File: src/logic/csw_pkg.sv
// Constants and types shared by the CAN register window and DMA bridge
`default_nettype none
package csw_pkg;
   // Special function register addresses (pointer and status share one address)
   localparam logic [7:0] SFR_PTR_ADDR    = 8'hd8;
   localparam logic [7:0] SFR_STAT_ADDR   = 8'hd8;
   localparam logic [7:0] SFR_INTCMD_ADDR = 8'hd9;
   localparam logic [7:0] SFR_DATA_ADDR   = 8'hda;
   // Pointer register fields
   localparam int PTR_DMA_BIT  = 7;
   localparam int PTR_RSVD_BIT = 6;
   localparam int PTR_STEP_BIT = 5;
   // Internal register indices
   localparam logic [4:0] IDX_CMD     = 5'h01;
   localparam logic [4:0] IDX_STATUS  = 5'h02;
   localparam logic [4:0] IDX_INT     = 5'h03;
   localparam logic [4:0] IDX_TX_BASE = 5'h0a;
   localparam logic [4:0] IDX_RX_BASE = 5'h14;
   localparam logic [4:0] IDX_RX_LAST = 5'h1d;
   localparam logic [4:0] IDX_TOP     = 5'h1f;
   localparam int         CTRL_BYTES  = 10;
   // Buffer memory layout: transmit, receive store 0, receive store 1
   localparam int         MEM_DEPTH    = 32;
   localparam logic [4:0] MEM_TX_BASE  = 5'h00;
   localparam logic [4:0] MEM_RX0_BASE = 5'h0a;
   localparam logic [4:0] MEM_MSG_SPAN = 5'h0a;
   // Message layout
   localparam logic [3:0] DLC_BYTE  = 4'h1;
   localparam logic [3:0] HDR_BYTES = 4'h2;
   localparam logic [3:0] DLC_MAX   = 4'h8;
   localparam logic [3:0] TX_START  = 4'h0;
   localparam logic [7:0] RAM_LEN_OFS = 8'h01;
   // Command and interrupt bits
   localparam int         CMD_RELEASE_BIT = 2;
   localparam logic [7:0] INT_LIVE_MASK   = 8'h1f;
   localparam logic [7:0] BYTE_RESET      = 8'h00;
   // Worst case transfer: length fetch, wait, ten bytes plus one, wrap-up
   localparam int DMA_MAX_CYCLES = 14;
   typedef enum logic [4:0] {
      DMA_IDLE  = 5'b00001,
      DMA_LEN   = 5'b00010,
      DMA_LWAIT = 5'b00100,
      DMA_COPY  = 5'b01000,
      DMA_DRAIN = 5'b10000
   } csw_dma_state_t;
endpackage
`default_nettype wire

File: src/logic/csw_buf_mem.sv
// Two-port buffer memory with registered read data on both ports
`timescale 1ns/10ps
`default_nettype none
module csw_buf_mem #(
   parameter int DEPTH = 32,
   parameter int AW    = 5
) (
   input  wire logic          sys_clk,
   input  wire logic          rst_n,
   input  wire logic [AW-1:0] a_addr,
   input  wire logic          a_we,
   input  wire logic [7:0]    a_wdata,
   output logic      [7:0]    a_rdata,
   input  wire logic [AW-1:0] b_addr,
   input  wire logic          b_we,
   input  wire logic [7:0]    b_wdata,
   output logic      [7:0]    b_rdata
);
   logic [7:0] mem [DEPTH];

   // Writes; port A wins a same-address collision
   always_ff @(posedge sys_clk) begin
      if (b_we && !(a_we && a_addr == b_addr)) begin
         mem[b_addr] <= b_wdata;
      end
      if (a_we) begin
         mem[a_addr] <= a_wdata;
      end
   end

   // Registered reads, old data on a same-cycle write
   always_ff @(posedge sys_clk) begin
      if (!rst_n) begin
         a_rdata <= csw_pkg::BYTE_RESET;
         b_rdata <= csw_pkg::BYTE_RESET;
      end else begin
         a_rdata <= mem[a_addr];
         b_rdata <= mem[b_addr];
      end
   end
endmodule // csw_buf_mem
`default_nettype wire

File: src/logic/csw_msg_len.sv
// Message byte count from a data length code byte
`timescale 1ns/10ps
`default_nettype none
module csw_msg_len (
   input  wire logic [7:0] dlc_byte,
   output logic      [3:0] msg_len
);
   // Codes above eight still mean eight data bytes
   always_comb begin
      if (dlc_byte[3:0] > csw_pkg::DLC_MAX) begin
         msg_len = 4'(csw_pkg::HDR_BYTES + csw_pkg::DLC_MAX);
      end else begin
         msg_len = 4'(csw_pkg::HDR_BYTES + dlc_byte[3:0]);
      end
   end
endmodule // csw_msg_len
`default_nettype wire

File: src/logic/csw_sfr_bridge.sv
// CPU special function register window and message DMA for the CAN controller
`timescale 1ns/10ps
`default_nettype none
module csw_sfr_bridge #(
   parameter int MEM_DEPTH = csw_pkg::MEM_DEPTH
) (
   input  wire logic                          sys_clk,
   input  wire logic                          rst_n,
   input  wire logic [7:0]                    sfr_addr,
   input  wire logic                          sfr_sel_status,
   input  wire logic                          sfr_wr,
   input  wire logic                          sfr_rd,
   input  wire logic [7:0]                    sfr_wdata,
   output logic      [7:0]                    sfr_rdata,
   output logic                               sfr_rvalid,
   output logic                               ram_rd,
   output logic                               ram_wr,
   output logic      [7:0]                    ram_addr,
   output logic      [7:0]                    ram_wdata,
   input  wire logic [7:0]                    ram_rdata,
   output logic                               dma_busy,
   input  wire logic [7:0]                    core_status,
   input  wire logic [7:0]                    core_irq,
   output logic                               cmd_wr,
   output logic      [7:0]                    cmd_data,
   output logic                               irq_read,
   output logic      [csw_pkg::CTRL_BYTES*8-1:0] ctrl_seg,
   input  wire logic [3:0]                    core_tx_idx,
   output logic      [7:0]                    core_tx_data,
   input  wire logic                          core_rx_we,
   input  wire logic [3:0]                    core_rx_idx,
   input  wire logic [7:0]                    core_rx_data,
   input  wire logic                          core_rx_commit,
   output logic                               rx_avail,
   output logic                               rx_room
);
   localparam int DMA_BOUND = csw_pkg::DMA_MAX_CYCLES;

   logic [7:0]               ptr_reg;
   logic [7:0]               ram_ptr;
   logic [7:0]               ctrl_q [csw_pkg::CTRL_BYTES];
   logic [4:0]               idx;
   logic                     wr_ptr, wr_stat, wr_ic, wr_dat;
   logic                     rd_ptr, rd_stat, rd_ic, rd_dat, rd_any, acc_dat;
   logic                     cmd_hit, release_rx, dma_go, start_is_tx;
   logic                     win_in_tx, win_in_rx, win_in_mem;
   logic [4:0]               win_mem_addr, rx_vis_base, rx_wr_base;
   logic [7:0]               win_ctrl_value, rd_value;
   csw_pkg::csw_dma_state_t  dma_state;
   logic                     dma_tx, pend;
   logic [3:0]               src_i, end_i, start_i, pend_i, msg_len;
   logic [7:0]               dlc_src;
   logic                     rx_sel;
   logic [1:0]               rx_full, next_full;
   logic                     next_sel;
   logic                     rd1_valid, rd1_mem;
   logic [7:0]               rd1_byte;
   logic [4:0]               a_addr, b_addr;
   logic                     a_we;
   logic [7:0]               a_wdata, a_rdata;

   assign idx = ptr_reg[4:0];
   assign dma_busy = (dma_state != csw_pkg::DMA_IDLE);

   // Port decode; pointer and status share an address, told apart by the select
   assign wr_ptr  = sfr_wr && sfr_addr == csw_pkg::SFR_PTR_ADDR && !sfr_sel_status;
   assign wr_stat = sfr_wr && sfr_addr == csw_pkg::SFR_STAT_ADDR && sfr_sel_status;
   assign wr_ic   = sfr_wr && sfr_addr == csw_pkg::SFR_INTCMD_ADDR;
   assign wr_dat  = sfr_wr && sfr_addr == csw_pkg::SFR_DATA_ADDR;
   assign rd_ptr  = sfr_rd && sfr_addr == csw_pkg::SFR_PTR_ADDR && !sfr_sel_status;
   assign rd_stat = sfr_rd && sfr_addr == csw_pkg::SFR_STAT_ADDR && sfr_sel_status;
   assign rd_ic   = sfr_rd && sfr_addr == csw_pkg::SFR_INTCMD_ADDR;
   assign rd_dat  = sfr_rd && sfr_addr == csw_pkg::SFR_DATA_ADDR;
   assign rd_any  = rd_ptr || rd_stat || rd_ic || rd_dat;
   assign acc_dat = wr_dat || rd_dat;

   // Window target; memory belongs to the DMA while it runs
   assign win_in_tx  = idx >= csw_pkg::IDX_TX_BASE && idx < csw_pkg::IDX_RX_BASE;
   assign win_in_rx  = idx >= csw_pkg::IDX_RX_BASE && idx <= csw_pkg::IDX_RX_LAST;
   assign win_in_mem = win_in_tx || win_in_rx;
   assign rx_vis_base = rx_sel ? 5'(csw_pkg::MEM_RX0_BASE + csw_pkg::MEM_MSG_SPAN)
                               : csw_pkg::MEM_RX0_BASE;
   assign rx_wr_base  = rx_sel ? csw_pkg::MEM_RX0_BASE
                               : 5'(csw_pkg::MEM_RX0_BASE + csw_pkg::MEM_MSG_SPAN);
   assign win_mem_addr = win_in_tx ? 5'(idx - csw_pkg::IDX_TX_BASE + csw_pkg::MEM_TX_BASE)
                                   : 5'(idx - csw_pkg::IDX_RX_BASE + rx_vis_base);

   // Command writes, either direct or through the window
   assign cmd_hit    = (wr_ic || (wr_dat && idx == csw_pkg::IDX_CMD)) && !dma_busy;
   assign release_rx = cmd_hit && sfr_wdata[csw_pkg::CMD_RELEASE_BIT];

   // DMA may start only on a valid buffer index
   assign start_is_tx = sfr_wdata[4:0] == csw_pkg::IDX_TX_BASE;
   assign dma_go = wr_ptr && !dma_busy && sfr_wdata[csw_pkg::PTR_DMA_BIT] &&
                   (start_is_tx || (sfr_wdata[4:0] >= csw_pkg::IDX_RX_BASE &&
                                    sfr_wdata[4:0] <= csw_pkg::IDX_RX_LAST));

   // Pointer register: load, step, and wrap-up after a transfer
   always_ff @(posedge sys_clk) begin
      if (!rst_n) begin
         ptr_reg <= csw_pkg::BYTE_RESET;
      end else if (dma_state == csw_pkg::DMA_DRAIN) begin
         ptr_reg[csw_pkg::PTR_DMA_BIT]  <= 1'b0;
         ptr_reg[csw_pkg::PTR_STEP_BIT] <= 1'b0;
      end else if (wr_ptr && !dma_busy) begin
         ptr_reg <= {dma_go, 1'b0, sfr_wdata[5:0]};
      end else if (acc_dat && ptr_reg[csw_pkg::PTR_STEP_BIT] && !dma_busy) begin
         ptr_reg[4:0] <= 5'(idx + 5'h01);
         if (idx == csw_pkg::IDX_TOP) begin
            ptr_reg[csw_pkg::PTR_STEP_BIT] <= 1'b0;
         end
      end
   end

   // RAM address for the next transfer; status itself is never written
   always_ff @(posedge sys_clk) begin
      if (!rst_n) begin
         ram_ptr <= csw_pkg::BYTE_RESET;
      end else if (wr_stat && !dma_busy) begin
         ram_ptr <= sfr_wdata;
      end
   end

   // Control segment bytes; writes to the live register indices are stored here too
   for (genvar g = 0; g < csw_pkg::CTRL_BYTES; g++) begin : g_ctrl
      always_ff @(posedge sys_clk) begin
         if (!rst_n) begin
            ctrl_q[g] <= csw_pkg::BYTE_RESET;
         end else if (wr_dat && !dma_busy && idx == 5'(g)) begin
            ctrl_q[g] <= sfr_wdata;
         end
      end
      assign ctrl_seg[g*8 +: 8] = ctrl_q[g];
   end

   // Command strobe and interrupt-read strobe towards the core
   always_ff @(posedge sys_clk) begin
      if (!rst_n) begin
         cmd_wr   <= 1'b0;
         cmd_data <= csw_pkg::BYTE_RESET;
         irq_read <= 1'b0;
      end else begin
         cmd_wr   <= cmd_hit;
         irq_read <= rd_ic || (rd_dat && idx == csw_pkg::IDX_INT);
         if (cmd_hit) begin
            cmd_data <= sfr_wdata;
         end
      end
   end

   // Window value for registers outside the buffer memory
   always_comb begin
      win_ctrl_value = csw_pkg::BYTE_RESET;
      if (idx == csw_pkg::IDX_STATUS) begin
         win_ctrl_value = core_status;
      end else if (idx == csw_pkg::IDX_INT) begin
         win_ctrl_value = core_irq & csw_pkg::INT_LIVE_MASK;
      end else if (idx != csw_pkg::IDX_CMD && idx < 5'(csw_pkg::CTRL_BYTES)) begin
         win_ctrl_value = ctrl_q[idx[3:0]];
      end
   end

   // Read value per port
   always_comb begin
      rd_value = win_ctrl_value;
      if (rd_ptr) begin
         rd_value = {ptr_reg[7], 1'b0, ptr_reg[5:0]};
      end else if (rd_stat) begin
         rd_value = core_status;
      end else if (rd_ic) begin
         rd_value = core_irq & csw_pkg::INT_LIVE_MASK;
      end
   end

   // Two-stage read: memory data only settles one edge after the address
   always_ff @(posedge sys_clk) begin
      if (!rst_n) begin
         rd1_valid  <= 1'b0;
         rd1_mem    <= 1'b0;
         rd1_byte   <= csw_pkg::BYTE_RESET;
         sfr_rvalid <= 1'b0;
         sfr_rdata  <= csw_pkg::BYTE_RESET;
      end else begin
         rd1_valid  <= rd_any;
         rd1_mem    <= rd_dat && win_in_mem;
         rd1_byte   <= rd_value;
         sfr_rvalid <= rd1_valid;
         if (rd1_valid) begin
            sfr_rdata <= rd1_mem ? a_rdata : rd1_byte;
         end
      end
   end

   // DMA sequencer: fetch length, then copy one byte per clock
   always_ff @(posedge sys_clk) begin
      if (!rst_n) begin
         dma_state <= csw_pkg::DMA_IDLE;
         dma_tx    <= 1'b0;
         start_i   <= csw_pkg::TX_START;
         src_i     <= csw_pkg::TX_START;
         end_i     <= csw_pkg::TX_START;
      end else begin
         case (dma_state)
            csw_pkg::DMA_IDLE: begin
               if (dma_go) begin
                  dma_state <= csw_pkg::DMA_LEN;
                  dma_tx    <= start_is_tx;
                  start_i   <= start_is_tx ? csw_pkg::TX_START
                                           : 4'(sfr_wdata[4:0] - csw_pkg::IDX_RX_BASE);
               end
            end
            csw_pkg::DMA_LEN: begin
               dma_state <= csw_pkg::DMA_LWAIT;
            end
            csw_pkg::DMA_LWAIT: begin
               end_i     <= msg_len;
               src_i     <= start_i;
               dma_state <= csw_pkg::DMA_COPY;
            end
            csw_pkg::DMA_COPY: begin
               if (src_i < end_i) begin
                  src_i <= 4'(src_i + 4'h1);
               end else begin
                  dma_state <= csw_pkg::DMA_DRAIN;
               end
            end
            csw_pkg::DMA_DRAIN: begin
               dma_state <= csw_pkg::DMA_IDLE;
            end
            default: begin
               dma_state <= csw_pkg::DMA_IDLE;
            end
         endcase
      end
   end

   // Destination write trails the source read by one clock
   always_ff @(posedge sys_clk) begin
      if (!rst_n) begin
         pend   <= 1'b0;
         pend_i <= csw_pkg::TX_START;
      end else begin
         pend   <= dma_state == csw_pkg::DMA_COPY && src_i < end_i;
         pend_i <= src_i;
      end
   end

   assign dlc_src = dma_tx ? ram_rdata : a_rdata;

   csw_msg_len u_len (
      .dlc_byte (dlc_src),
      .msg_len  (msg_len)
   );

   // Memory port A: CPU window, or the DMA while busy
   always_comb begin
      a_addr  = win_mem_addr;
      a_we    = wr_dat && win_in_mem && !dma_busy;
      a_wdata = sfr_wdata;
      if (!dma_tx && dma_state == csw_pkg::DMA_LEN) begin
         a_addr = 5'(rx_vis_base + {1'b0, csw_pkg::DLC_BYTE});
      end else if (!dma_tx && dma_state == csw_pkg::DMA_COPY) begin
         a_addr = 5'(rx_vis_base + {1'b0, src_i});
      end else if (dma_tx && pend) begin
         a_we    = 1'b1;
         a_addr  = 5'(csw_pkg::MEM_TX_BASE + {1'b0, pend_i});
         a_wdata = ram_rdata;
      end
   end

   // Main RAM requests; the CPU leaves RAM alone while busy
   always_comb begin
      ram_rd   = 1'b0;
      ram_wr   = 1'b0;
      ram_addr = ram_ptr;
      if (dma_tx && dma_state == csw_pkg::DMA_LEN) begin
         ram_rd   = 1'b1;
         ram_addr = 8'(ram_ptr + csw_pkg::RAM_LEN_OFS);
      end else if (dma_tx && dma_state == csw_pkg::DMA_COPY && src_i < end_i) begin
         ram_rd   = 1'b1;
         ram_addr = 8'(ram_ptr + {4'h0, src_i});
      end else if (!dma_tx && pend) begin
         ram_wr   = 1'b1;
         ram_addr = 8'(ram_ptr + {4'h0, 4'(pend_i - start_i)});
      end
   end
   assign ram_wdata = a_rdata;

   // Receive store bookkeeping; a release and a commit in one cycle act on different stores
   always_comb begin
      next_full = rx_full;
      if (release_rx) begin
         next_full[rx_sel] = 1'b0;
      end
      if (core_rx_commit) begin
         next_full[!rx_sel] = 1'b1;
      end
      next_sel = rx_sel;
      if (!next_full[rx_sel] && next_full[!rx_sel]) begin
         next_sel = !rx_sel;
      end
   end

   always_ff @(posedge sys_clk) begin
      if (!rst_n) begin
         rx_full <= 2'b00;
         rx_sel  <= 1'b0;
      end else begin
         rx_full <= next_full;
         rx_sel  <= next_sel;
      end
   end
   assign rx_avail = rx_full[rx_sel];
   assign rx_room  = !rx_full[!rx_sel];

   // Core port B: receive writes into the hidden store, else transmit reads
   assign b_addr = core_rx_we ? 5'(rx_wr_base + {1'b0, core_rx_idx})
                              : 5'(csw_pkg::MEM_TX_BASE + {1'b0, core_tx_idx});

   csw_buf_mem #(
      .DEPTH (MEM_DEPTH),
      .AW    (5)
   ) u_mem (
      .sys_clk (sys_clk),
      .rst_n   (rst_n),
      .a_addr  (a_addr),
      .a_we    (a_we),
      .a_wdata (a_wdata),
      .a_rdata (a_rdata),
      .b_addr  (b_addr),
      .b_we    (core_rx_we),
      .b_wdata (core_rx_data),
      .b_rdata (core_tx_data)
   );
endmodule // csw_sfr_bridge
`default_nettype wire

File: config.mk
export PLATFORM = sky130hd
export DESIGN_NAME = csw_sfr_bridge
export DESIGN_NICKNAME = d
export VERILOG_FILES = /design/src/logic/csw_pkg.sv /design/src/logic/csw_buf_mem.sv /design/src/logic/csw_msg_len.sv /design/src/logic/csw_sfr_bridge.sv
export SDC_FILE = /design/constraint.sdc
export NUM_CORES = 1
export LEC_CHECK = 0
export BUFFER_PORTS_ARGS = -buffer_cell sky130_fd_sc_hd__buf_2
export CORE_ASPECT_RATIO = 1.2
export CORE_MARGIN = 2
export CORE_UTILIZATION = 50
export CTS_BUF_LIST = sky130_fd_sc_hd__clkbuf_2 sky130_fd_sc_hd__clkbuf_4 sky130_fd_sc_hd__clkbuf_8
export DETAILED_ROUTE_END_ITERATION = 7
export PLACE_DENSITY = 0.68
export SYNTH_ARGS = -nofsm -noshare
export SYNTH_HDL_FRONTEND = slang
export SYNTH_SLANG_ARGS = --single-unit
File: constraint.sdc
create_clock -name sys_clk -period 13.5 [get_ports sys_clk]
set_input_delay 1.35 -clock sys_clk [delete_from_list [all_inputs] [get_ports sys_clk]]
set_output_delay 1.35 -clock sys_clk [all_outputs]
set_load 0.005 [all_outputs]
; Word level (Yosys, flattened, before mapping)
; Memory sizes are Yosys's and may differ from the RTL's. A register that Yosys moved wholly into a read port is not among the register bits.
; Cells that the tools add are included.
[classes]
n_addsub = 14
n_lt_le_gt_ge = 13
n_eq_ne = 25
n_mux = 100
bitwise = 15
reduce_logical = 79
[ops]
columns = cell, count
row1 = 8-bit two-way mux, 23
row2 = 1-bit two-way mux, 54
row3 = 1-bit logical AND, 51
row4 = 5-bit two-way mux, 9
row5 = 5-bit by 3-bit equality test with 1-bit output (second input constant), 5
row6 = 8-bit equality test (second input constant), 3
row7 = 4-bit two-way mux, 6
row8 = 5-bit by 4-bit equality test with 1-bit output (second input constant), 4
row9 = 5-bit one-hot mux with 4 select lines, 1
row10 = 8-bit by 4-bit adder with 8-bit output, 2
row11 = 5-bit by 2-bit equality test with 1-bit output (second input constant), 3
row12 = 6-bit two-way mux, 2
row13 = 5-bit by 1-bit adder with 5-bit output (second input constant), 2
row14 = 5-bit by 4-bit adder with 5-bit output, 2
row15 = 5-bit by 1-bit equality test with 1-bit output (second input constant), 2
row16 = 5-bit equality test (second input constant), 2
row17 = 5-bit >= comparator (second input constant), 2
row18 = 5-bit less-or-equal comparator (second input constant), 2
row19 = 5-bit by 1-bit != test with 1-bit output (second input constant), 2
row20 = 1-bit OR, 10
row21 = 2-bit AND reduction, 5
row22 = 1-bit logical NOT, 9
row23 = 8-bit by 1-bit adder with 8-bit output (second input constant), 1
row24 = 1-bit logical OR, 8
row25 = other kinds (26), 36
[totals]
regBits = 70
ramBits = 336
in_bits = 63
out_inout_bits = 128
n_memories = 2
[memory_table]
columns = memory, depth, word_bits, read_ports, rd_clocked_by_memory_dff, write_ports, line
row1 = u_mem.mem, 32, 8, 2, 2, 2, csw_buf_mem.sv:19  ; logic [7:0] mem [DEPTH];
row2 = ctrl_q, 10, 8, 11, 1, 10, csw_sfr_bridge.sv:41  ; logic [7:0] ctrl_q [csw_pkg::CTRL_BYTES];

; Logic depth before layout (Yosys ltp)
; Gate-level depths: netlist of the first run.
[depth]
ltp_word = 13
depth_mapped = 17
ltp_nobuf = 14

; Modules after synthesis
; From an unflattened synthesis of the first run, not the netlist that was laid out.
[unflattened]
hier_cells = 2110
hier_area_um2 = 25140.4
[by_module_without_submodules]
columns = mod, instances, cells_per_inst, area_each_um2
row1 = csw_buf_mem, 1, 1236, 16258.1
row2 = csw_sfr_bridge, 1, 866, 8819.7
row3 = csw_msg_len, 1, 8, 62.6

; Worst setup path after synthesis of the first run
; No wires, ideal clock.
[synth_path]
kind = register to register
start = register rx_sel
end = memory u_mem.mem[1][1] (enable)
setup_ps = 387
t_arrival_ps = 4004
required_time_ps = 13113
path_slack_ps = 9109
path_stages_with_launch = 17
path_cell_list = dfxtp_1 > buf_1 > inv_1 > ha_1 > inv_1 > ha_1 > inv_1 > fa_1 > xnor2_1 > xnor2_1 > o31a_1 > a2bb2oi_2 > mux2i_1 > xor2_1 > nor3_1 > buf_2 > o31ai_1
[synth_rtl]
columns = element, line
row1 = start: declaration, csw_sfr_bridge.sv:53  ; logic rx_sel;
row2 = start signal: assignment, csw_sfr_bridge.sv:310  ; rx_sel <= next_sel;
row3 = end: declaration, csw_buf_mem.sv:19

; Worst setup path in the final report of the first run
[layout_path]
start = register ptr_reg[2]
end = register u_mem.a_rdata[6] (read register of u_mem.mem)
[layout_via]
elab_chain_len = 6
[layout_rtl]
columns = element, line
row1 = start: declaration, csw_sfr_bridge.sv:39  ; logic [7:0] ptr_reg;
row2 = start signal: assignment, csw_sfr_bridge.sv:101  ; ptr_reg <= csw_pkg::BYTE_RESET;
row3 = start signal: assignment, csw_sfr_bridge.sv:106  ; ptr_reg <= {dma_go, 1'b0, sfr_wdata[5:0]};
row4 = start signal: assignment, csw_sfr_bridge.sv:108  ; ptr_reg[4:0] <= 5'(idx + 5'h01);
row5 = 5-bit subtractor (tied with other cells), csw_sfr_bridge.sv:86  ; : 5'(idx - csw_pkg::IDX_RX_BASE + rx_vis_base);
row6 = 5-bit adder or 1-bit logical AND (tied branches), "csw_sfr_bridge.sv:86, csw_sfr_bridge.sv:78"
row7 = 5-bit two-way mux (*), csw_sfr_bridge.sv:85  ; assign win_mem_addr = win_in_tx ? 5'(idx - csw_pkg::IDX_TX_BASE + csw_pkg::MEM_TX_BASE)
row8 = 5-bit two-way mux (*), csw_sfr_bridge.sv:264  ; end else if (dma_tx && pend) begin
row9 = 5-bit two-way mux (*), csw_sfr_bridge.sv:262  ; end else if (!dma_tx && dma_state == csw_pkg::DMA_COPY) begin
row10 = 5-bit two-way mux (*), csw_sfr_bridge.sv:260  ; if (!dma_tx && dma_state == csw_pkg::DMA_LEN) begin
row11 = end: declaration, csw_buf_mem.sv:13  ; output logic [7:0] a_rdata,
; Every way passes the cells marked *; elsewhere a longest branch is shown, timed or not.
; A chain may end at the register's enable or synchronous reset.

==> flow_summary.json, run 1 <==
{
  "min_from": "cmd_data[2]$_SDFFE_PN0N_",
  "grt_pass1_wl_um": 118000,
  "drv_cap": 0,
  "area_growth_syn_to_layout_pct": 11.8,
  "min-delay-path-class": "reg2reg",
  "slowest_stage": "buf_4",
  "final_area_sq_um": 28200,
  "synth.most_common_cell": "edfxtp_1",
  "end_kind": "register",
  "holdBufCountCts": 0,
  "synthCells": 2169,
  "die_area_sq_um": 52300,
  "min_period_ps": 5690,
  "start_util_pct": 50.4,
  "ys_seq_area_share_pct": 47.1,
  "drive_above_1_share_pct": 31.7,
  "worstPathArrival_ps": 6150,
  "slew_headroom_pct": 7.59,
  "cts.sink_count": 426,
  "via_count": 19290,
  "peakVddDrop_v": 0.0000559,
  "die_h_um": 250,
  "fin_skew_ps": 35.5,
  "timing.final.hold_violations": 0,
  "crit_top_cell": "buf_4",
  "rows": 90,
  "overflow": 0,
  "path_depth": 12,
  "yosysTopAreaCell": "edfxtp_1",
  "drc": 0,
  "post_cts_resized": 0,
  "first_global_vias": 18800,
  "path_cells": "inv_1, ha_1, nand2b_1, a21oi_1, nor3b_1, o21a_4, buf_4, buf_4, mux2i_1, o211ai_1, a32oi_1, a41oi_1",
  "status": "complete, no violations",
  "leakage_uw": 0.0107,
  "antenna_found_initial": 2,
  "top_regs": "u_mem.mem (256), ctrl_q (80)",
  "yosysWarnings": 0,
  "reg2reg_slack_ps": 7810,
  "routed_wl_um": 79800,
  "nNetsFinal": 2412,
  "critical_path.max_stage_delay_ps": 890,
  "cp.required_ps": 13960,
  "cp_num_buf_inv": 3,
  "rsz0062_at_grt": "no",
  "coreArea_sq_um": 50100,
  "final.period_utilization_pct": 42.2,
  "critical-path-top-delay-family": "buffers and inverters",
  "yosys.area.top_type_share_pct": 40.0,
  "whs_path_depth": 2,
  "clkTransAtPathRegs_ps": 60,
  "syn_area_sq_um": 25200,
  "insertion_delay_ps": 670,
  "ys_ff_latch": 426,
  "synth_cell_types": 80,
  "synth-edff-count": 336,
  "track_usage_pct": 30.1,
  "regMostFlops": "u_mem.mem",
  "clockBufferDepth": 3,
  "path_class": "reg2reg",
  "crit_fanout": 74,
  "gp_congestion": 1.01,
  "io_buffer_count": 187,
  "powerDensity_nw_per_um2": 115,
  "final_max_slew_viol_count": 0,
  "place_area_sq_um": 26700,
  "start_kind": "register",
  "synth_area_leaders": "edfxtp_1 40%, mux2_2 8.7%, dfxtp_1 7.1%",
  "firstDrtPassIters": 8,
  "fmax_ghz": 0.176,
  "avgSynthCellArea_sq_um": 11.6,
  "numCtsBuffers": 72,
  "grt_max_degree": 80,
  "setup-violations-final": 0,
  "dp_hpwl_um": 53500,
  "r2r-end": "u_mem.a_rdata[6]$_SDFF_PN0_",
  "io_pins": 191,
  "worstMarginPinSlew_ps": 1380,
  "worstRegToRegCells": 12,
  "syn-num-nets": 2277,
  "antenna_left": 0,
  "yosys_most_used_dff": "edfxtp_1",
  "cts_tree": "built",
  "synth_commonest_cells": "336 x edfxtp_1, 211 x nand2_1, 195 x mux2_2",
  "cts_post_setup_buffers_inserted": 0,
  "ctsHtreeMaxLevel": 3,
  "fp.dieW_um": 209,
  "wire_per_inst_um": 26.6,
  "r2r_start": "ptr_reg[2]$_SDFFE_PN0P_",
  "hold_end": "cmd_data[2]$_SDFFE_PN0N_",
  "viasPerCell": 6.43,
  "synthArstFlopShare_pct": 0,
  "largest_register_ffs": 256,
  "setup_tns_ps": 0,
  "cts_root_buffer": "clkbuf_8",
  "initialDrtViolationCount": 2235
}
## cells by family after synthesis
group                      synth area share [%]
muxes                                      22.7
xor gates and xnor gates                   1.01
buffers and inverters                      4.34
adders and majority gates                  2.41
DFF                                        47.1
and+or+nand+nor                            14.1
AOI/OAI and AO/OA                          8.37
## layout make-up
| type | instances | area [sq um] |
|---|---|---|
| Clock buffer | 108 | 1310 |
| Multi-Input combinational cell | 1470 | 12300 |
| Tap cell | 644 | 806 |
| Inverter | 94 | 353 |
| Fill cell | 4217 | 21900 |
| Timing Repair Buffer | 240 | 1330 |
| Sequential cell | 426 | 11900 |
| Clock inverter | 18 | 169 |
| Antenna cell | 2 | 5.00 |
## cells in the final DEF, fill, tap and decap left out, types with 37 or more instances in the layout
cell type	n
o211ai_1	37
buf_4	53
mux2_2	195
and2_1	78
nor2_1	87
mux4_2	80
nand3_1	144
nand2_1	211
a21oi_1	60
mux2_4	49
ha_1	39
buf_2	187
edfxtp_1	336
mux2i_1	74
inv_1	92
dfxtp_1	90
clkbuf_8	80
## metal layers
metal / routed length [um] / global-route usage [%]
met1: 29600 / 37.1
met2: 38300 / 50.0
met3: 7630 / 5.86
met4: 4190 / 16.2
met5: 27 / 0
## where the power goes
part           internal (uW)  total, uW  switching (uW)
Sequential              1450       1480            27.1
Combinational            183        534             351
Clock                    677       1220             540
## stage by stage
stage | std cells | utilization [%] | setup slack, ps | power (uW) | hold slack [ps]
floorplan | 2169 | - | 9110 | 1820 | 452
global placement | 2874 | 53.3 | 8310 | 2010 | 446
detailed placement | 2874 | 53.3 | 8240 | 2020 | 461
CTS | 3000 | 56.3 | 8230 | 3230 | 470
global route | 3001 | 56.3 | 7660 | 3330 | 489
finish | 3002 | 56.3 | 7810 | 3230 | 468
## worst min-delay path: stages, from the launching register on
cell and delay (ps):
dfxtp_1 310, nand2_1 50, a21oi_1 60
## worst max-delay path by stage
stage                             from                     endpoint
4_1_cts        ptr_reg[2]$_SDFFE_PN0P_  u_mem.a_rdata[5]$_SDFF_PN0_
6_report       ptr_reg[2]$_SDFFE_PN0P_  u_mem.a_rdata[6]$_SDFF_PN0_
3_3_place_gp   ptr_reg[2]$_SDFFE_PN0P_  u_mem.a_rdata[6]$_SDFF_PN0_
3_5_place_dp   ptr_reg[2]$_SDFFE_PN0P_  u_mem.a_rdata[5]$_SDFF_PN0_
2_1_floorplan      rx_sel$_SDFFE_PN0P_    u_mem.mem[1][1]$_DFFE_PP_
5_1_grt        ptr_reg[2]$_SDFFE_PN0P_  u_mem.a_rdata[6]$_SDFF_PN0_
Note: power is estimated with default switching activity, not from simulation.
==> inputs of run 2 (changes only) <==
==> constraint.sdc (replaced) <==
create_clock -name sys_clk -period 5.7 [get_ports sys_clk]
set_input_delay 0.57 -clock sys_clk [delete_from_list [all_inputs] [get_ports sys_clk]]
set_output_delay 0.57 -clock sys_clk [all_outputs]
set_load 0.005 [all_outputs]
==> flow_summary.json, run 2 (synthesized netlist as in run 1, its figures left out) <==
{
  "min-delay-path-class": "in2reg",
  "post_cts_resized": 0,
  "wire_per_inst_um": 26.8,
  "wl_met2_um": 39600,
  "insertion_delay_ps": 680,
  "final.period_utilization_pct": 86.1,
  "firstDrtPassIters": 6,
  "status": "complete, no violations",
  "min_period_ps": 4910,
  "hold_end": "rd1_valid$_SDFF_PN0_",
  "end_kind": "register",
  "gp_congestion": 0.994,
  "slew_headroom_pct": 12.2,
  "grt_max_degree": 103,
  "final_max_slew_viol_count": 0,
  "cts.sink_count": 426,
  "start_kind": "register",
  "met3_length_um": 6290,
  "path_cells": "inv_1, ha_1, inv_1, ha_1, inv_1, fa_1, xnor2_1, xnor2_1, o31a_1, a2bb2oi_2, nor3b_1, and2b_1, nand2_1, o31ai_1, buf_4",
  "regMostFlops": "u_mem.mem",
  "highest_layer": "met5",
  "fin_util_pct": 56.3,
  "dp_hpwl_um": 55200,
  "start_util_pct": 50.4,
  "setup_tns_ps": 0,
  "fin_skew_ps": 35.6,
  "initialDrtViolationCount": 1920,
  "cts_root_buffer": "clkbuf_8",
  "powerDensity_nw_per_um2": 267,
  "critical-path-top-delay-family": "simple AND/OR/NAND/NOR gates",
  "first_global_vias": 18868,
  "fmax_ghz": 0.204,
  "ctsHtreeMaxLevel": 3,
  "largest_register_ffs": 256,
  "worstPathArrival_ps": 5270,
  "overflow": 0,
  "min_from": "sfr_addr[0]",
  "viasPerCell": 6.37,
  "crit_fanout": 14,
  "drv_cap": 0,
  "io_pins": 191,
  "clkTransAtPathRegs_ps": 60,
  "fp.dieW_um": 209,
  "area_growth_syn_to_layout_pct": 11.8,
  "place_area_sq_um": 26800,
  "critical_path.max_stage_delay_ps": 680,
  "path_depth": 15,
  "r2r_start": "ptr_reg[2]$_SDFFE_PN0P_",
  "cts_post_setup_buffers_inserted": 0,
  "dp_slack_ps": 892,
  "rsz0062_at_grt": "no",
  "track_usage_pct": 30.4,
  "antenna_cells": 0,
  "worstRegToRegCells": 15,
  "antenna_found_initial": 1,
  "coreArea_sq_um": 50100,
  "top_regs": "u_mem.mem (256), ctrl_q (80)",
  "holdWs_ps": 189,
  "cts_tree": "built",
  "setup-violations-final": 0,
  "timing.final.hold_violations": 0,
  "final_common_cell": "edfxtp_1",
  "nNetsFinal": 2425,
  "final_area_sq_um": 28200,
  "layout_common_cells": "336 x edfxtp_1, 210 x nand2_1, 195 x mux2_2",
  "met1_length_um": 29900,
  "setup_ws_ps": 790,
  "grt_pass1_wl_um": 119000,
  "holdBufCountCts": 0,
  "antenna_left": 0,
  "crit_top_cell": "inv_1",
  "whs_path_depth": 2,
  "peakVddDrop_v": 0.000150,
  "r2r-end": "u_mem.mem[0][1]$_DFFE_PP_",
  "die_area_sq_um": 52300,
  "rows": 90,
  "die_h_um": 250,
  "cp_num_buf_inv": 4,
  "worstMarginPinSlew_ps": 1310,
  "routed_wl_um": 80700,
  "numCtsBuffers": 74,
  "cp.required_ps": 6060,
  "via_count": 19220,
  "slowest_stage": "dfxtp_1",
  "reg2reg_slack_ps": 790,
  "drc": 0,
  "path_class": "reg2reg",
  "drive_above_1_share_pct": 31.8,
  "io_buffer_count": 187,
  "leakage_uw": 0.0108,
  "clockBufferDepth": 3
}
==> run 2: cell count changes in the layout (fill, tap and decap cells not counted), moves of 3 or more <==
cell       change
clkbuf_8       -5
buf_4          +8
o31ai_2        -5
buf_12         +3
clkinv_1       +4
bufinv_16      -3
o31ai_1        +5
==> run 2: worst max-delay path by stage <==
stage,start,endpoint,slack [ps]
after floorplan,rx_sel$_SDFFE_PN0P_,u_mem.mem[1][0]$_DFFE_PP_,1310
after global placement,ptr_reg[2]$_SDFFE_PN0P_,u_mem.mem[31][5]$_DFFE_PP_,950
after detailed placement,ptr_reg[2]$_SDFFE_PN0P_,u_mem.mem[31][6]$_DFFE_PP_,890
after CTS,ptr_reg[2]$_SDFFE_PN0P_,u_mem.mem[31][4]$_DFFE_PP_,880
after global routing,ptr_reg[2]$_SDFFE_PN0P_,u_mem.mem[30][0]$_DFFE_PP_,550
final,ptr_reg[2]$_SDFFE_PN0P_,u_mem.mem[0][1]$_DFFE_PP_,790
==> run 2: layout make-up <==
cell class,instances,area (sq um)
multi-input combinational,1470,12300
fill,4200,21900
inverter,94,353
timing repair buffer,251,1450
tap,644,806
clock buffer,105,1260
sequential,426,11900
clock inverter,25,151
==> run 2: metrics by stage <==
step           instances  total power (uW)
2_1_floorplan       2169              4320
3_5_place_dp        2885              4820
4_1_cts             3015              7550
3_3_place_gp        2885              4790
5_1_grt             3015              7750
6_report            3015              7540
==> run 2: power by group <==
| group | internal (uW) | total [uW] | switching, uW |
|---|---|---|---|
| clock | 1430 | 2760 | 1330 |
| combinational | 450 | 1280 | 826 |
| sequential | 3440 | 3510 | 67.6 |
| total | 5320 | 7540 | 2220 |
==> run 2: metal layers <==
metal  GRT usage [%]  up-vias
li1                -     8413
met1            36.7     9419
met2            51.5     1145
met5               0        -
met4            19.0        2
met3            4.12      241
==> inputs of run 3 (changes only) <==
--- a/config.mk
+++ b/config.mk
@@ -14,4 +14,5 @@
 export PLACE_DENSITY = 0.68
 export SYNTH_ARGS = -nofsm -noshare
 export SYNTH_HDL_FRONTEND = slang
+export SYNTH_HIERARCHICAL = 1
 export SYNTH_SLANG_ARGS = --single-unit
==> flow_summary.json, run 3 <==
{
  "status": "complete, no violations",
  "critical_path.max_stage_delay_ps": 1100,
  "multi_input_area_sq_um": 12300,
  "min_from": "sfr_addr[1]",
  "min_period_ps": 5330,
  "switching_share_pct": 31.4,
  "r2r-end": "u_mem/a_rdata[1]$_SDFF_PN0_",
  "start_util_pct": 50.9,
  "insertion_delay_ps": 690,
  "holdBufCountCts": 0,
  "area_growth_syn_to_layout_pct": 11.2,
  "leakage_uw": 0.0107,
  "seqPwrFrac_pct": 44.3,
  "start_kind": "register",
  "final_max_slew_viol_count": 0,
  "syn-num-nets": 2215,
  "regMostFlops": "u_mem/mem",
  "worstPathArrival_ps": 5800,
  "worstRegToRegCells": 11,
  "ctsHtreeMaxLevel": 3,
  "setup_tns_ps": 0,
  "final_common_cell": "edfxtp_1",
  "slew_headroom_pct": 7.37,
  "post_cts_resized": 0,
  "regArea_sq_um": 11900,
  "cts_tree": "built",
  "final.fill_count": 4154,
  "finalNonFillerCells": 2932,
  "slowest_stage": "nor4_1",
  "cts_root_buffer": "clkbuf_8",
  "numCtsBuffers": 72,
  "coreArea_sq_um": 49300,
  "yosysWarnings": 6,
  "worstMarginPinSlew_ps": 1380,
  "p_int_uw": 5480,
  "track_usage_pct": 31.1,
  "rsz0062_at_grt": "no",
  "drv_cap": 0,
  "synthCells": 2106,
  "fp.dieW_um": 209,
  "fin_skew_ps": 19.4,
  "power.net_switching_uw": 2510,
  "first_global_vias": 18969,
  "reg2reg_slack_ps": 370,
  "pwr-share-comb_pct": 21.7,
  "hold_end": "rd1_valid$_SDFF_PN0_",
  "critical-path-top-delay-family": "compound AO/OA/AOI/OAI gates",
  "timing.final.hold_violations": 0,
  "cp_num_buf_inv": 2,
  "dp_hpwl_um": 57200,
  "met1_length_um": 31600,
  "r2r_start": "ptr_reg[1]$_SDFFE_PN0N_",
  "drc": 0,
  "wl_met2_um": 39100,
  "cts_post_setup_buffers_inserted": 0,
  "min-delay-path-class": "in2reg",
  "nNetsFinal": 2346,
  "avgSynthCellArea_sq_um": 11.9,
  "syn_area_sq_um": 25100,
  "path_class": "reg2reg",
  "crit_fanout": 64,
  "clockPowerShare_pct": 34.0,
  "cts.sink_count": 426,
  "path_cells": "inv_1, ha_1, a211oi_1, or3_1, o211ai_1, a21oi_4, buf_12, mux2i_1, o22ai_1, nor4_1, a21boi_1",
  "fmax_ghz": 0.188,
  "via_count": 19145,
  "viasPerCell": 6.53,
  "top_regs": "u_mem/mem (256), ctrl_q (80)",
  "cp.required_ps": 6170,
  "whs_path_depth": 2,
  "drive_above_1_share_pct": 30.7,
  "io_pins": 191,
  "routed_wl_um": 82500,
  "gp_congestion": 1.00,
  "final_area_sq_um": 27900,
  "antenna_left": 0,
  "placed_cells": 2800,
  "met3_length_um": 6950,
  "io_buffer_count": 187,
  "rows": 89,
  "initialDrtViolationCount": 1874,
  "setup-violations-final": 0,
  "overflow": 0,
  "final.period_utilization_pct": 93.5,
  "peakVddDrop_v": 0.000180,
  "highest_layer": "met5",
  "grt_max_degree": 65,
  "firstDrtPassIters": 5,
  "powerDensity_nw_per_um2": 286,
  "antenna_found_initial": 2,
  "grt_pass1_wl_um": 120000,
  "largest_register_ffs": 256,
  "clkTransAtPathRegs_ps": 60,
  "die_h_um": 249,
  "end_kind": "register",
  "die_area_sq_um": 52000,
  "wire_per_inst_um": 28.1,
  "place_area_sq_um": 26500,
  "layout_common_cells": "336 x edfxtp_1, 291 x mux2i_1, 269 x mux2_2",
  "clockBufferDepth": 3
}
## run 3: worst register-to-register path, stage by stage, from the launching register on
cell and delay [ps]:
dfxtp_1 540, inv_1 200, ha_1 290, a211oi_1 640, or3_1 200, o211ai_1 150
a21oi_4 560, buf_12 450, mux2i_1 370, o22ai_1 340, nor4_1 1110, a21boi_1 280
## run 3: per-layer routing
layer	GRT usage, %	vias to the layer above
met4	18.1	2
met1	38.1	9468
li1	-	8387
met5	0	-
met3	6.09	249
met2	51.4	1039
## run 3: through the flow
| stage | utilization (%) | hold WS [ps] | power (uW) | setup slack, ps |
|---|---|---|---|---|
| 3_3_place_gp | 53.7 | 439 | 5230 | 1070 |
| 3_5_place_dp | 53.7 | 448 | 5270 | 941 |
| 2_1_floorplan | - | 436 | 4650 | 767 |
| 4_1_cts | 56.5 | 118 | 7960 | 924 |
| 6_report | 56.6 | 161 | 7990 | 369 |
| 5_1_grt | 56.6 | 168 | 8220 | 338 |
## run 3: worst max path at each step
stage                             from  cells past startpoint  slack [ps]                     endpoint
2_1_floorplan      rx_sel$_SDFFE_PN0P_                     19         770    u_mem/mem[5][0]$_DFFE_PP_
3_5_place_dp   ptr_reg[1]$_SDFFE_PN0N_                     11         940   u_mem/mem[24][0]$_DFFE_PP_
5_1_grt        ptr_reg[1]$_SDFFE_PN0N_                     11         340  u_mem/a_rdata[1]$_SDFF_PN0_
6_report       ptr_reg[1]$_SDFFE_PN0N_                     11         370  u_mem/a_rdata[1]$_SDFF_PN0_
4_1_cts        ptr_reg[1]$_SDFFE_PN0N_                     11         920   u_mem/mem[31][1]$_DFFE_PP_
3_3_place_gp   ptr_reg[1]$_SDFFE_PN0N_                     11        1070   u_mem/mem[21][2]$_DFFE_PP_
## run 3: layout make-up
class                   count  share of cell area [%]
clock buffers              97                    4.34
repair buffers            239                    4.80
well taps                 637                    2.86
multi-input cells        1452                    44.1
clock inverters            34                   0.668
inverters                  46                   0.619
flip-flops and latches    426                    42.6
diodes                      1                 0.00897
## run 3: power groups by stage
| stage | combinational [uW] | sequential [uW] | clock (uW) |
|---|---|---|---|
| 6_report | 1730 | 3540 | 2710 |
| 3_3_place_gp | 1640 | 3600 | 0 |
| 5_1_grt | 1790 | 3550 | 2880 |
| 2_1_floorplan | 1080 | 3570 | 0 |
| 4_1_cts | 1670 | 3540 | 2750 |
| 3_5_place_dp | 1670 | 3600 | 0 |
